File: src/include/bbs_pkg.sv
package bbs_pkg;
   // ==========================================================
   // Opcode fields
   // ==========================================================
   localparam int           OPC_W           = 16;
   localparam int           PC_W            = 21;
   localparam int           ADDR_W          = 12;
   localparam logic [3:0]   OP_BRANCH_TOP   = 4'hd;   // 1101 then 0
   localparam logic [3:0]   OP_SET_BIT      = 4'h8;   // 1000
   localparam logic [3:0]   OP_TEST_CLR     = 4'hb;   // 1011
   localparam int           OFFS_MSB        = 10;
   localparam int           BIT_LSB         = 9;
   localparam int           BANKSEL_POS     = 8;
   localparam logic [3:0]   ACCESS_BANK_LO  = 4'h0;
   localparam logic [3:0]   ACCESS_BANK_HI  = 4'hf;
   localparam logic [7:0]   ACCESS_SPLIT    = 8'h80;
   localparam logic [PC_W-1:0] PC_STEP      = 21'h000002;
   localparam logic [PC_W-1:0] PC_RESET     = 21'h000000;
   // Two-word instructions start with 1100 or any of 1110_1100 to 1110_1111
   localparam logic [3:0]   OP_MOVE_PAIR    = 4'hc;
   localparam logic [7:0]   OP_CALL_LO      = 8'hec;
   localparam logic [7:0]   OP_CALL_HI      = 8'hed;
   localparam logic [7:0]   OP_LOAD_PTR     = 8'hee;
   localparam logic [7:0]   OP_GOTO         = 8'hef;

   // Data-memory access request
   typedef struct packed {
      logic              rd;
      logic              wr;
      logic [ADDR_W-1:0] addr;
      logic [7:0]        wdata;
   } mem_req_t;
endpackage

File: src/hw/bank_addr.sv
`timescale 1ns/10ps
// ==========================================================
// Data address forming from bank bit and bank register
// ==========================================================
module bank_addr
(
   input  wire logic [7:0]              reg_addr_in,
   input  wire logic                    bank_sel_in,
   input  wire logic [3:0]              bank_select_register_in,
   output logic [bbs_pkg::ADDR_W-1:0]   addr_out
);
   // Low half of the access bank maps to bank 0, upper half to the top
   wire logic [3:0] access_bank;
   assign access_bank = (reg_addr_in < bbs_pkg::ACCESS_SPLIT)
                        ? bbs_pkg::ACCESS_BANK_LO : bbs_pkg::ACCESS_BANK_HI;
   // Bank bit clear ignores the bank register entirely
   assign addr_out = bank_sel_in
                     ? {bank_select_register_in, reg_addr_in}
                     : {access_bank, reg_addr_in};
endmodule

File: src/hw/branch_bitset_skip_exec.sv
`timescale 1ns/10ps
// One call of this block per instruction cycle: q_tick_in marks the
// Q4 edge of the core's four-phase cycle, where results commit.
module branch_bitset_skip_exec
(
   input  wire logic                      clk_in,
   input  wire logic                      rst_n_in,
   input  wire logic                      q_tick_in,
   input  wire logic [15:0]               opcode_in,
   input  wire logic [15:0]               prefetch_in,
   input  wire logic [3:0]                bank_select_register_in,
   input  wire logic [7:0]                rdata_in,
   input  wire logic [4:0]                status_in,
   output bbs_pkg::mem_req_t              mem_out,
   output logic [bbs_pkg::PC_W-1:0]       pc_out,
   output logic                           no_operation_out,
   output logic                           flush_out,
   output logic [4:0]                     status_out
);
   // ==========================================================
   // Decode
   // ==========================================================
   typedef enum logic [1:0] {S_EXEC, S_IDLE1, S_IDLE2} state_t;
   state_t                      state_reg;
   state_t                      state_next;
   logic [bbs_pkg::PC_W-1:0]    pc_reg;
   logic [bbs_pkg::PC_W-1:0]    pc_next;

   wire logic                        is_branch_always;
   wire logic                        is_set_register_bit;
   wire logic                        is_test_bit_skip_if_zero;
   wire logic [2:0]                  bit_idx;
   wire logic [7:0]                  bit_mask;
   wire logic                        tested_bit;
   wire logic                        skip_taken;
   wire logic                        next_two_word;
   wire logic                        executing;
   wire logic [bbs_pkg::ADDR_W-1:0]  data_addr;
   wire logic [bbs_pkg::PC_W-1:0]    offs_x2;

   function automatic logic two_word(input logic [15:0] op);
      two_word = (op[15:12] == bbs_pkg::OP_MOVE_PAIR)
              || (op[15:8] == bbs_pkg::OP_CALL_LO)
              || (op[15:8] == bbs_pkg::OP_CALL_HI)
              || (op[15:8] == bbs_pkg::OP_LOAD_PTR)
              || (op[15:8] == bbs_pkg::OP_GOTO);
   endfunction

   assign executing = (state_reg == S_EXEC);
   assign is_branch_always = executing
      && (opcode_in[15:12] == bbs_pkg::OP_BRANCH_TOP)
      && !opcode_in[11];
   assign is_set_register_bit = executing
      && (opcode_in[15:12] == bbs_pkg::OP_SET_BIT);
   assign is_test_bit_skip_if_zero = executing
      && (opcode_in[15:12] == bbs_pkg::OP_TEST_CLR);
   assign bit_idx  = opcode_in[bbs_pkg::BIT_LSB +: 3];
   assign bit_mask = 8'h01 << bit_idx;
   assign tested_bit = |(rdata_in & bit_mask);
   assign skip_taken = is_test_bit_skip_if_zero && !tested_bit;
   // Only the prefetched word is seen: a stale prefetch at the test's
   // tick would discard the wrong number of words
   assign next_two_word = two_word(prefetch_in);

   // Sign-extended offset doubled: word-aligned program counter
   assign offs_x2 = {{(bbs_pkg::PC_W-12){opcode_in[bbs_pkg::OFFS_MSB]}},
                     opcode_in[bbs_pkg::OFFS_MSB:0], 1'b0};

   bank_addr u_bank
   (
      .reg_addr_in             (opcode_in[7:0]),
      .bank_sel_in             (opcode_in[bbs_pkg::BANKSEL_POS]),
      .bank_select_register_in (bank_select_register_in),
      .addr_out                (data_addr)
   );

   // ==========================================================
   // Memory read-modify-write, single cycle
   // ==========================================================
   assign mem_out.rd    = is_set_register_bit || is_test_bit_skip_if_zero;
   assign mem_out.wr    = is_set_register_bit && q_tick_in;
   assign mem_out.addr  = data_addr;
   assign mem_out.wdata = rdata_in | bit_mask;
   // Flags pass straight through: none of these touch them
   assign status_out    = status_in;

   // ==========================================================
   // Sequencer and program counter
   // ==========================================================
   always_comb
   begin
      state_next = state_reg;
      pc_next    = pc_reg;
      if (q_tick_in)
      begin
         case (state_reg)
            S_EXEC:
            begin
               if (is_branch_always)
               begin
                  // pc_reg already points past the branch word
                  pc_next    = pc_reg + offs_x2;
                  state_next = S_IDLE2;
               end
               else if (skip_taken)
               begin
                  pc_next    = pc_reg + bbs_pkg::PC_STEP;
                  state_next = next_two_word ? S_IDLE1 : S_IDLE2;
               end
               else
               begin
                  pc_next = pc_reg + bbs_pkg::PC_STEP;
               end
            end
            S_IDLE1:
            begin
               // Second word of a skipped pair also dropped
               pc_next    = pc_reg + bbs_pkg::PC_STEP;
               state_next = S_IDLE2;
            end
            S_IDLE2:
            begin
               pc_next    = pc_reg + bbs_pkg::PC_STEP;
               state_next = S_EXEC;
            end
            default: state_next = S_EXEC;
         endcase
      end
   end

   // Commit on the Q4 tick only
   always_ff @(posedge clk_in or negedge rst_n_in)
   begin
      if (!rst_n_in)
      begin
         state_reg <= S_EXEC;
         pc_reg    <= bbs_pkg::PC_RESET;
      end
      else
      begin
         state_reg <= state_next;
         pc_reg    <= pc_next;
      end
   end

   assign pc_out = pc_reg;
   // Idle cycles replace the discarded fetch with a no-operation
   assign no_operation_out = !executing;
   assign flush_out = q_tick_in && (is_branch_always || skip_taken);

   // ==========================================================
   // Checks
   // ==========================================================
   // Branch target rebuilt from the opcode bits themselves
   a_branch_target: assert property (@(posedge clk_in)
      disable iff (!rst_n_in)
      q_tick_in && is_branch_always |=> pc_out == $past(pc_out)
      + {{(bbs_pkg::PC_W-12){$past(opcode_in[10])}},
         $past(opcode_in[10:0]), 1'b0})
      else $error("branch target wrong");
   a_branch_idle: assert property (@(posedge clk_in)
      disable iff (!rst_n_in)
      q_tick_in && is_branch_always |=> no_operation_out && !flush_out)
      else $error("branch second cycle not idle");
   a_idle_end: assert property (@(posedge clk_in)
      disable iff (!rst_n_in)
      q_tick_in && state_reg == S_IDLE2 |=> !no_operation_out)
      else $error("idle cycle did not end");
   a_skip_flush: assert property (@(posedge clk_in)
      disable iff (!rst_n_in)
      q_tick_in && is_test_bit_skip_if_zero
      && !rdata_in[opcode_in[11:9]] |-> flush_out)
      else $error("clear bit not skipped");
   a_no_skip_set: assert property (@(posedge clk_in)
      disable iff (!rst_n_in)
      is_test_bit_skip_if_zero && tested_bit |-> !flush_out)
      else $error("skip on set bit");
   a_skip_idle: assert property (@(posedge clk_in)
      disable iff (!rst_n_in)
      q_tick_in && skip_taken |=> no_operation_out)
      else $error("skip did not discard");
   a_skip_one_word: assert property (@(posedge clk_in)
      disable iff (!rst_n_in)
      q_tick_in && skip_taken && !next_two_word |=> state_reg == S_IDLE2)
      else $error("one-word skip wrong length");
   // A discarded word must neither touch memory nor redirect the core
   a_idle_quiet: assert property (@(posedge clk_in)
      disable iff (!rst_n_in)
      no_operation_out |-> !mem_out.rd && !mem_out.wr && !flush_out)
      else $error("discarded word acted");
   a_skip_two_word: assert property (@(posedge clk_in)
      disable iff (!rst_n_in)
      q_tick_in && skip_taken && next_two_word |=> state_reg == S_IDLE1)
      else $error("two-word skip too short");
   a_access_bank: assert property (@(posedge clk_in)
      disable iff (!rst_n_in)
      mem_out.rd && !opcode_in[bbs_pkg::BANKSEL_POS] |->
      mem_out.addr == {(opcode_in[7] ? 4'hf : 4'h0), opcode_in[7:0]})
      else $error("access bank wrong");
   a_bank_reg: assert property (@(posedge clk_in)
      disable iff (!rst_n_in)
      mem_out.rd && opcode_in[bbs_pkg::BANKSEL_POS] |->
      mem_out.addr == {bank_select_register_in, opcode_in[7:0]})
      else $error("bank register ignored");
   a_bit_set: assert property (@(posedge clk_in)
      disable iff (!rst_n_in)
      mem_out.wr |-> is_set_register_bit && q_tick_in
      && mem_out.wdata == (rdata_in | (8'h01 << opcode_in[11:9])))
      else $error("bit not set");
   a_flags_kept: assert property (@(posedge clk_in)
      disable iff (!rst_n_in)
      is_branch_always || is_test_bit_skip_if_zero || is_set_register_bit
      |-> status_out == status_in)
      else $error("flags changed");
   // Main scenarios, including a branch word that arrives while idle
   c_branch: cover property (@(posedge clk_in) q_tick_in && is_branch_always);
   c_skip: cover property (@(posedge clk_in) q_tick_in && skip_taken);
   c_skip2: cover property (@(posedge clk_in)
      q_tick_in && skip_taken && next_two_word);
   c_set: cover property (@(posedge clk_in) mem_out.wr);
   c_idle_ignored: cover property (@(posedge clk_in)
      q_tick_in && no_operation_out
      && opcode_in[15:12] == bbs_pkg::OP_BRANCH_TOP);
endmodule

File: config.mk
export PLATFORM = sky130hd
export DESIGN_NAME = branch_bitset_skip_exec
export DESIGN_NICKNAME = d
export VERILOG_FILES = /design/src/include/bbs_pkg.sv /design/src/hw/bank_addr.sv /design/src/hw/branch_bitset_skip_exec.sv
export SDC_FILE = /design/constraint.sdc
export NUM_CORES = 1
export LEC_CHECK = 0
export ABC_AREA = 1
export BUFFER_PORTS_ARGS = -buffer_cell sky130_fd_sc_hd__buf_2
export CAP_MARGIN = 20
export CORE_MARGIN = 5
export CORE_UTILIZATION = 53
export CTS_BUF_LIST = sky130_fd_sc_hd__clkbuf_16
export DETAILED_ROUTE_END_ITERATION = 8
export PLACE_DENSITY = 0.83
export SETUP_SLACK_MARGIN = 0.3
export SYNTH_ARGS = -nofsm -noshare
export SYNTH_HDL_FRONTEND = slang
export SYNTH_SLANG_ARGS = --single-unit
File: constraint.sdc
create_clock -name clk_in -period 2.18 [get_ports clk_in]
set_clock_uncertainty 0.15 [all_clocks]
set_input_delay 0.327 -clock clk_in [delete_from_list [all_inputs] [get_ports clk_in]]
set_output_delay 0.327 -clock clk_in [all_outputs]
set_load 0.1 [all_outputs]
Yosys cells after proc, flatten, opt, wreduce, memory -nomap -nowiden
Cells that the tools add are included.
{"block": "word_totals", "reg_bits": 23, "output_inout_bits": 50, "word_cells": 49, "in_bits": 52}
{"block": "classes", "n_reduce_logical": 22, "eq_ne": 11, "shift": 1, "order_cmp": 1, "addsub": 2, "bitwise_logic": 2, "n_mux": 8}
{"operator": "$pmux W21 S2", "count": 1}
{"operator": "$eq A8 B8 Y1 const B", "count": 4}
{"operator": "$add A21 B2 Y21 const B", "count": 1}
{"operator": "$add A21 B21 Y21", "count": 1}
{"operator": "$mux W21", "count": 1}
{"operator": "$eq A4 B4 Y1 const B", "count": 4}
{"operator": "$mux W12", "count": 1}
{"operator": "$and A8 B8 Y8", "count": 1}
{"operator": "$lt A8 B8 Y1 const B", "count": 1}
{"operator": "$or A8 B8 Y8", "count": 1}
{"operator": "$reduce_or A8 Y1", "count": 1}
{"operator": "$shl A1 B3 Y8 const A", "count": 1}
{"operator": "$logic_and A1 B1 Y1", "count": 7}
{"operator": "$logic_or A1 B1 Y1", "count": 6}
{"operator": "$mux W2", "count": 3}
{"operator": "$mux W4", "count": 1}
{"operator": "$pmux W2 S2", "count": 1}
{"operator": "$reduce_and A2 Y1", "count": 2}
{"operator": "$logic_not A1 Y1", "count": 3}
{"operator": "$ne A3 B3 Y1 const B", "count": 1}
{"operator": "$eq A2 B1 Y1 const B", "count": 1}
{"operator": "$eq A2 B2 Y1 const B", "count": 1}
{"operator": "$logic_not A2 Y1", "count": 1}
{"operator": "$reduce_bool A2 Y1", "count": 1}
{"operator": "$reduce_or A2 Y1", "count": 1}

Logic depth before layout (Yosys ltp)
{"block": "depth", "word_depth": 9, "depth_mapped": 15}

By module
A second synthesis with hierarchy kept.
{"block": "hier_totals", "cells_unflattened": 563, "hier_area_um2": 3275.6}
{"mod": "branch_bitset_skip_exec", "cells_each": 545, "area_per_inst_um2": 3175.5, "instances": 1, "seq_area_each_um2": 550.5}
{"mod": "bank_addr", "cells_each": 18, "area_per_inst_um2": 100.1, "instances": 1, "seq_area_each_um2": 0.0}

Worst setup path before layout
No wires, ideal clock.
{"block": "synth_path", "kind": "reg-to-output", "from": "register state_reg[0]", "to": "output port flush_out", "path_stages_with_launch": 9, "slack_ns": -0.959, "path_buffers": 0, "arrival_time_ns": 2.662, "cell_sequence": "dfrtp_1 > inv_1 > ha_1 > nand2_1 > nor3_1 > nand3_1 > nor2_1 > nand4_1 > a21oi_1"}
{"block": "synth_between", "elab_chain_len": 5}
{"item": "from (decl)", "line": "branch_bitset_skip_exec.sv:24", "rtl": "state_t state_reg;"}
{"item": "from (signal assigned)", "line": "branch_bitset_skip_exec.sv:141", "rtl": "state_reg <= state_next;"}
{"item": "$logic_not A2 Y1 *", "line": "branch_bitset_skip_exec.sv:49", "rtl": "assign executing = (state_reg == S_EXEC);"}
{"item": "$logic_and A1 B1 Y1, on equally long branches", "line": "branch_bitset_skip_exec.sv:51, branch_bitset_skip_exec.sv:56"}
{"item": "$logic_and A1 B1 Y1, on equally long branches", "line": "branch_bitset_skip_exec.sv:52, branch_bitset_skip_exec.sv:60"}
{"item": "$logic_or A1 B1 Y1 *", "line": "branch_bitset_skip_exec.sv:149", "rtl": "assign flush_out = q_tick_in && (is_branch_always || skip_taken);"}
{"item": "$logic_and A1 B1 Y1 *", "line": "branch_bitset_skip_exec.sv:149"}
{"item": "to (decl)", "line": "branch_bitset_skip_exec.sv:17", "rtl": "output logic flush_out,"}
Mark *: on every way between the ends. The rest lies on a longest branch, timed or not.

Worst setup path after layout
{"block": "layout_path", "from": "register state_reg[1]", "to": "output port flush_out"}
The elaborated chain is that of the path after synthesis.

==> results.tsv <==
metric	value	unit
Final Hold Viols	0	
final setup fails	19	
DRT antenna net count	0	
CP arrival	1980	ps
Async S/R FF share, synth	100	%
worst min path class	in2reg	
Max IR drop VDD	1280	uV
I/O Buffers	80	
Max Transition Viols Final	0	
internal power	2.55	mW
max reg flops	20	
Clock power frac	6.3	%
Die Wd	88.1	um
all-layer global routing usage	34.6	%
Syn Nets	632	
post-synthesis sequential area ratio	17.0	%
Worst path max stage delay	410	ps
combinational cell fraction of total power	79.4	%
CP required	1700	ps
Synthesis Warnings	0	
Fillers	252	
clock latency at the later pin of the worst-skew pair	270	ps
full die area	7760	sq um
mapped cell area	3230	sq um
crit-path max FO	2	
worst slack, placed	4.91	ps
Die Ht	88.1	um
relative slew slack	51.5	%
final antenna diode count	0	
worst path cell trace	inv_2 > ha_4 > nand2_4 > nor3_4 > nand3_1 > nor2_1 > nand4_1 > a21oi_4 > buf_12	
Net Sw Frac	62.3	%
routability cong.	0.970	
Flop pwr share	14.2	%
clk sink count	22	
FF+latch count, synth	22	
final net count	750	
post-synthesis cell count	556	
highest-count cells in the layout ignoring fill and taps	nand2_1 (154), inv_1 (78), buf_2 (69), buf_4 (42), nand3_1 (35)	
via count	5078	
DR pass1 iterations	8	
dpl hpwl	8340	um
Post-Syn Area per Cell	5.81	sq um
violated checks	setup timing	
DRC Markers	0	
Post-synth EDFFs	0	
Core ar.	5920	sq um
Crit path max-delay family	simple AND/OR/NAND/NOR gates	
Inst Count DP	699	
Final min period	2460	ps
top_reg_cell synth	dfrtp_1	
Clk pin slew, worst setup/hold paths	70	ps
Final Cell Area	5310	sq um
CTS root buf	clkbuf_16	
maximum clock path buffer count	2	
H-tree depth	1	
FMAX	0.407	GHz
Setup crit end kind	output pin	
Startpoint Class	register	
vias in the first global route	4419	
vias per cell	6.79	
Multi-input gate area	3030	sq um
critical path class	reg2out	
P per Cell Area	1280	nW/um^2
unrepaired setup endpoints after global routing	true	
Rows	28	
CTS tree	yes	
final worst slack	-278	ps
worst slew pin tran	727	ps
register area	622	sq um
IO Count	102	
MaxCap Viol Count	0	
P&R area growth vs syn	64.2	%
initial core utilization	54.6	%
Bufs and invs on worst path	2	
global-route wire length before repair	20900	um
largest net degree at the start of global routing	25	
initial antenna violation count	0	
grt ovf	0	
fin crit share	113	%
Initial DRC Count	884	
Routed Wire Length	17500	um
Slowest-stage cell, CP	dfrtp_1	
worst hold slack	224	ps
most common cell after layout, fill and taps aside	nand2_1	
Yosys cell types	43	
fin cells	748	
Num CTS Buffers	3	
leakage	2.65	nW
switching power	4.22	mW
layout cell share with drive strength beyond 1	46.1	%
status	finished with violations	
Tot Pwr	6.77	mW
wire per inst	23.4	um
Placed Area	4280	sq um
synthesized netlist by cell type (5+ instances only):
master	number	area, sq um
o21ai_1	5	25.0
ha_1	23	288
a21oi_1	24	120
nand4_1	14	87.6
inv_1	88	330
a31o_2	5	43.8
o21ai_0	13	65.1
buf_4	14	105
dfrtp_1	22	551
nor2_1	35	131
xor2_1	12	105
nand2_1	190	713
nand3_1	58	290
nor3_1	12	60.1
metal layers:
layer | vias up | track usage, % | part of all wire [%]
met1 | 2257 | 41.0 | 31
met5 | - | 0 | 0
li1 | 2002 | - | -
met4 | 0 | 19.9 | 11
met2 | 579 | 58.8 | 44
met3 | 240 | 5.64 | 14
layout make-up:
type	count	area share, %
clock inverter	1	0.0708
tap	75	1.77
clock buffer	3	1.42
timing repair buffer	136	20.9
inverter	90	6.65
timing repair inverter	1	0.307
sequential	22	11.7
multi-input combinational	420	57.2
worst register-to-register path: cells and delay by family (launching register included):
kind	cells	cell delay (ps)
DFF	1	430
xor gates and xnor gates	1	230
AOI/OAI and AO/OA	2	370
buffers and inverters	4	440
adders and majority gates	1	150
and+or+nand+nor	4	490
cell families (layout without fill, tap and decap cells):
group | count (synthesis) | count (layout) | share of synthesized area (%)
AO/OA/AOI/OAI | 59 | 59 | 10.8
other | 1 | 1 | 0.116
XOR/XNOR | 14 | 14 | 3.79
buffers and inverters | 114 | 231 | 15.8
flip-flops | 22 | 22 | 17.0
adder cells (fa/ha/maj) | 24 | 24 | 9.52
AND/OR/NAND/NOR | 322 | 322 | 43.0
path summary, 6_finish.rpt:
kind,start,endpoint,slack (ps),cells after the start
setup / recovery,state_reg[1]$_DFFE_PN0P_,flush_out,-280,9
hold / removal,q_tick_in,state_reg[1]$_DFFE_PN0P_,220,3
setup reg to reg,pc_out[1]$_DFFE_PN0P_,pc_out[9]$_DFFE_PN0P_,-180,12
hold reg to reg,pc_out[17]$_DFFE_PN0P_,pc_out[17]$_DFFE_PN0P_,520,2
max in group asynchronous,rst_n_in,pc_out[18]$_DFFE_PN0P_,1020,2
min in group asynchronous,rst_n_in,pc_out[4]$_DFFE_PN0P_,440,2
through the flow:
stage          util, %  TNS (ps)
2_1_floorplan        -     -34.1
3_3_place_gp      72.3         0
3_5_place_dp      72.3         0
4_1_cts           83.0      -243
5_1_grt           89.6     -2910
6_report          89.6     -1630
power by group through the flow:
stage	clock network, mW	logic (mW)	registers, mW
final	0.427	5.38	0.965
after global routing	0.430	5.57	0.954
after CTS	0.410	4.41	0.921
after detailed placement	0	3.96	0.960
after global placement	0	3.87	0.948
after floorplan	0	2.25	1.90
repair_timing:
item | CTS | global route
pin swaps | 27 | 39
gates cloned | 4 | 0
buffers inserted | 24 | 16
hold endpoints to repair | 22 | 0
gates resized for setup | 66 | 66
endpoints found under the setup margin | 25 | 27
hold buffers | 1 | 0
Note: power is estimated with default switching activity, not from simulation.
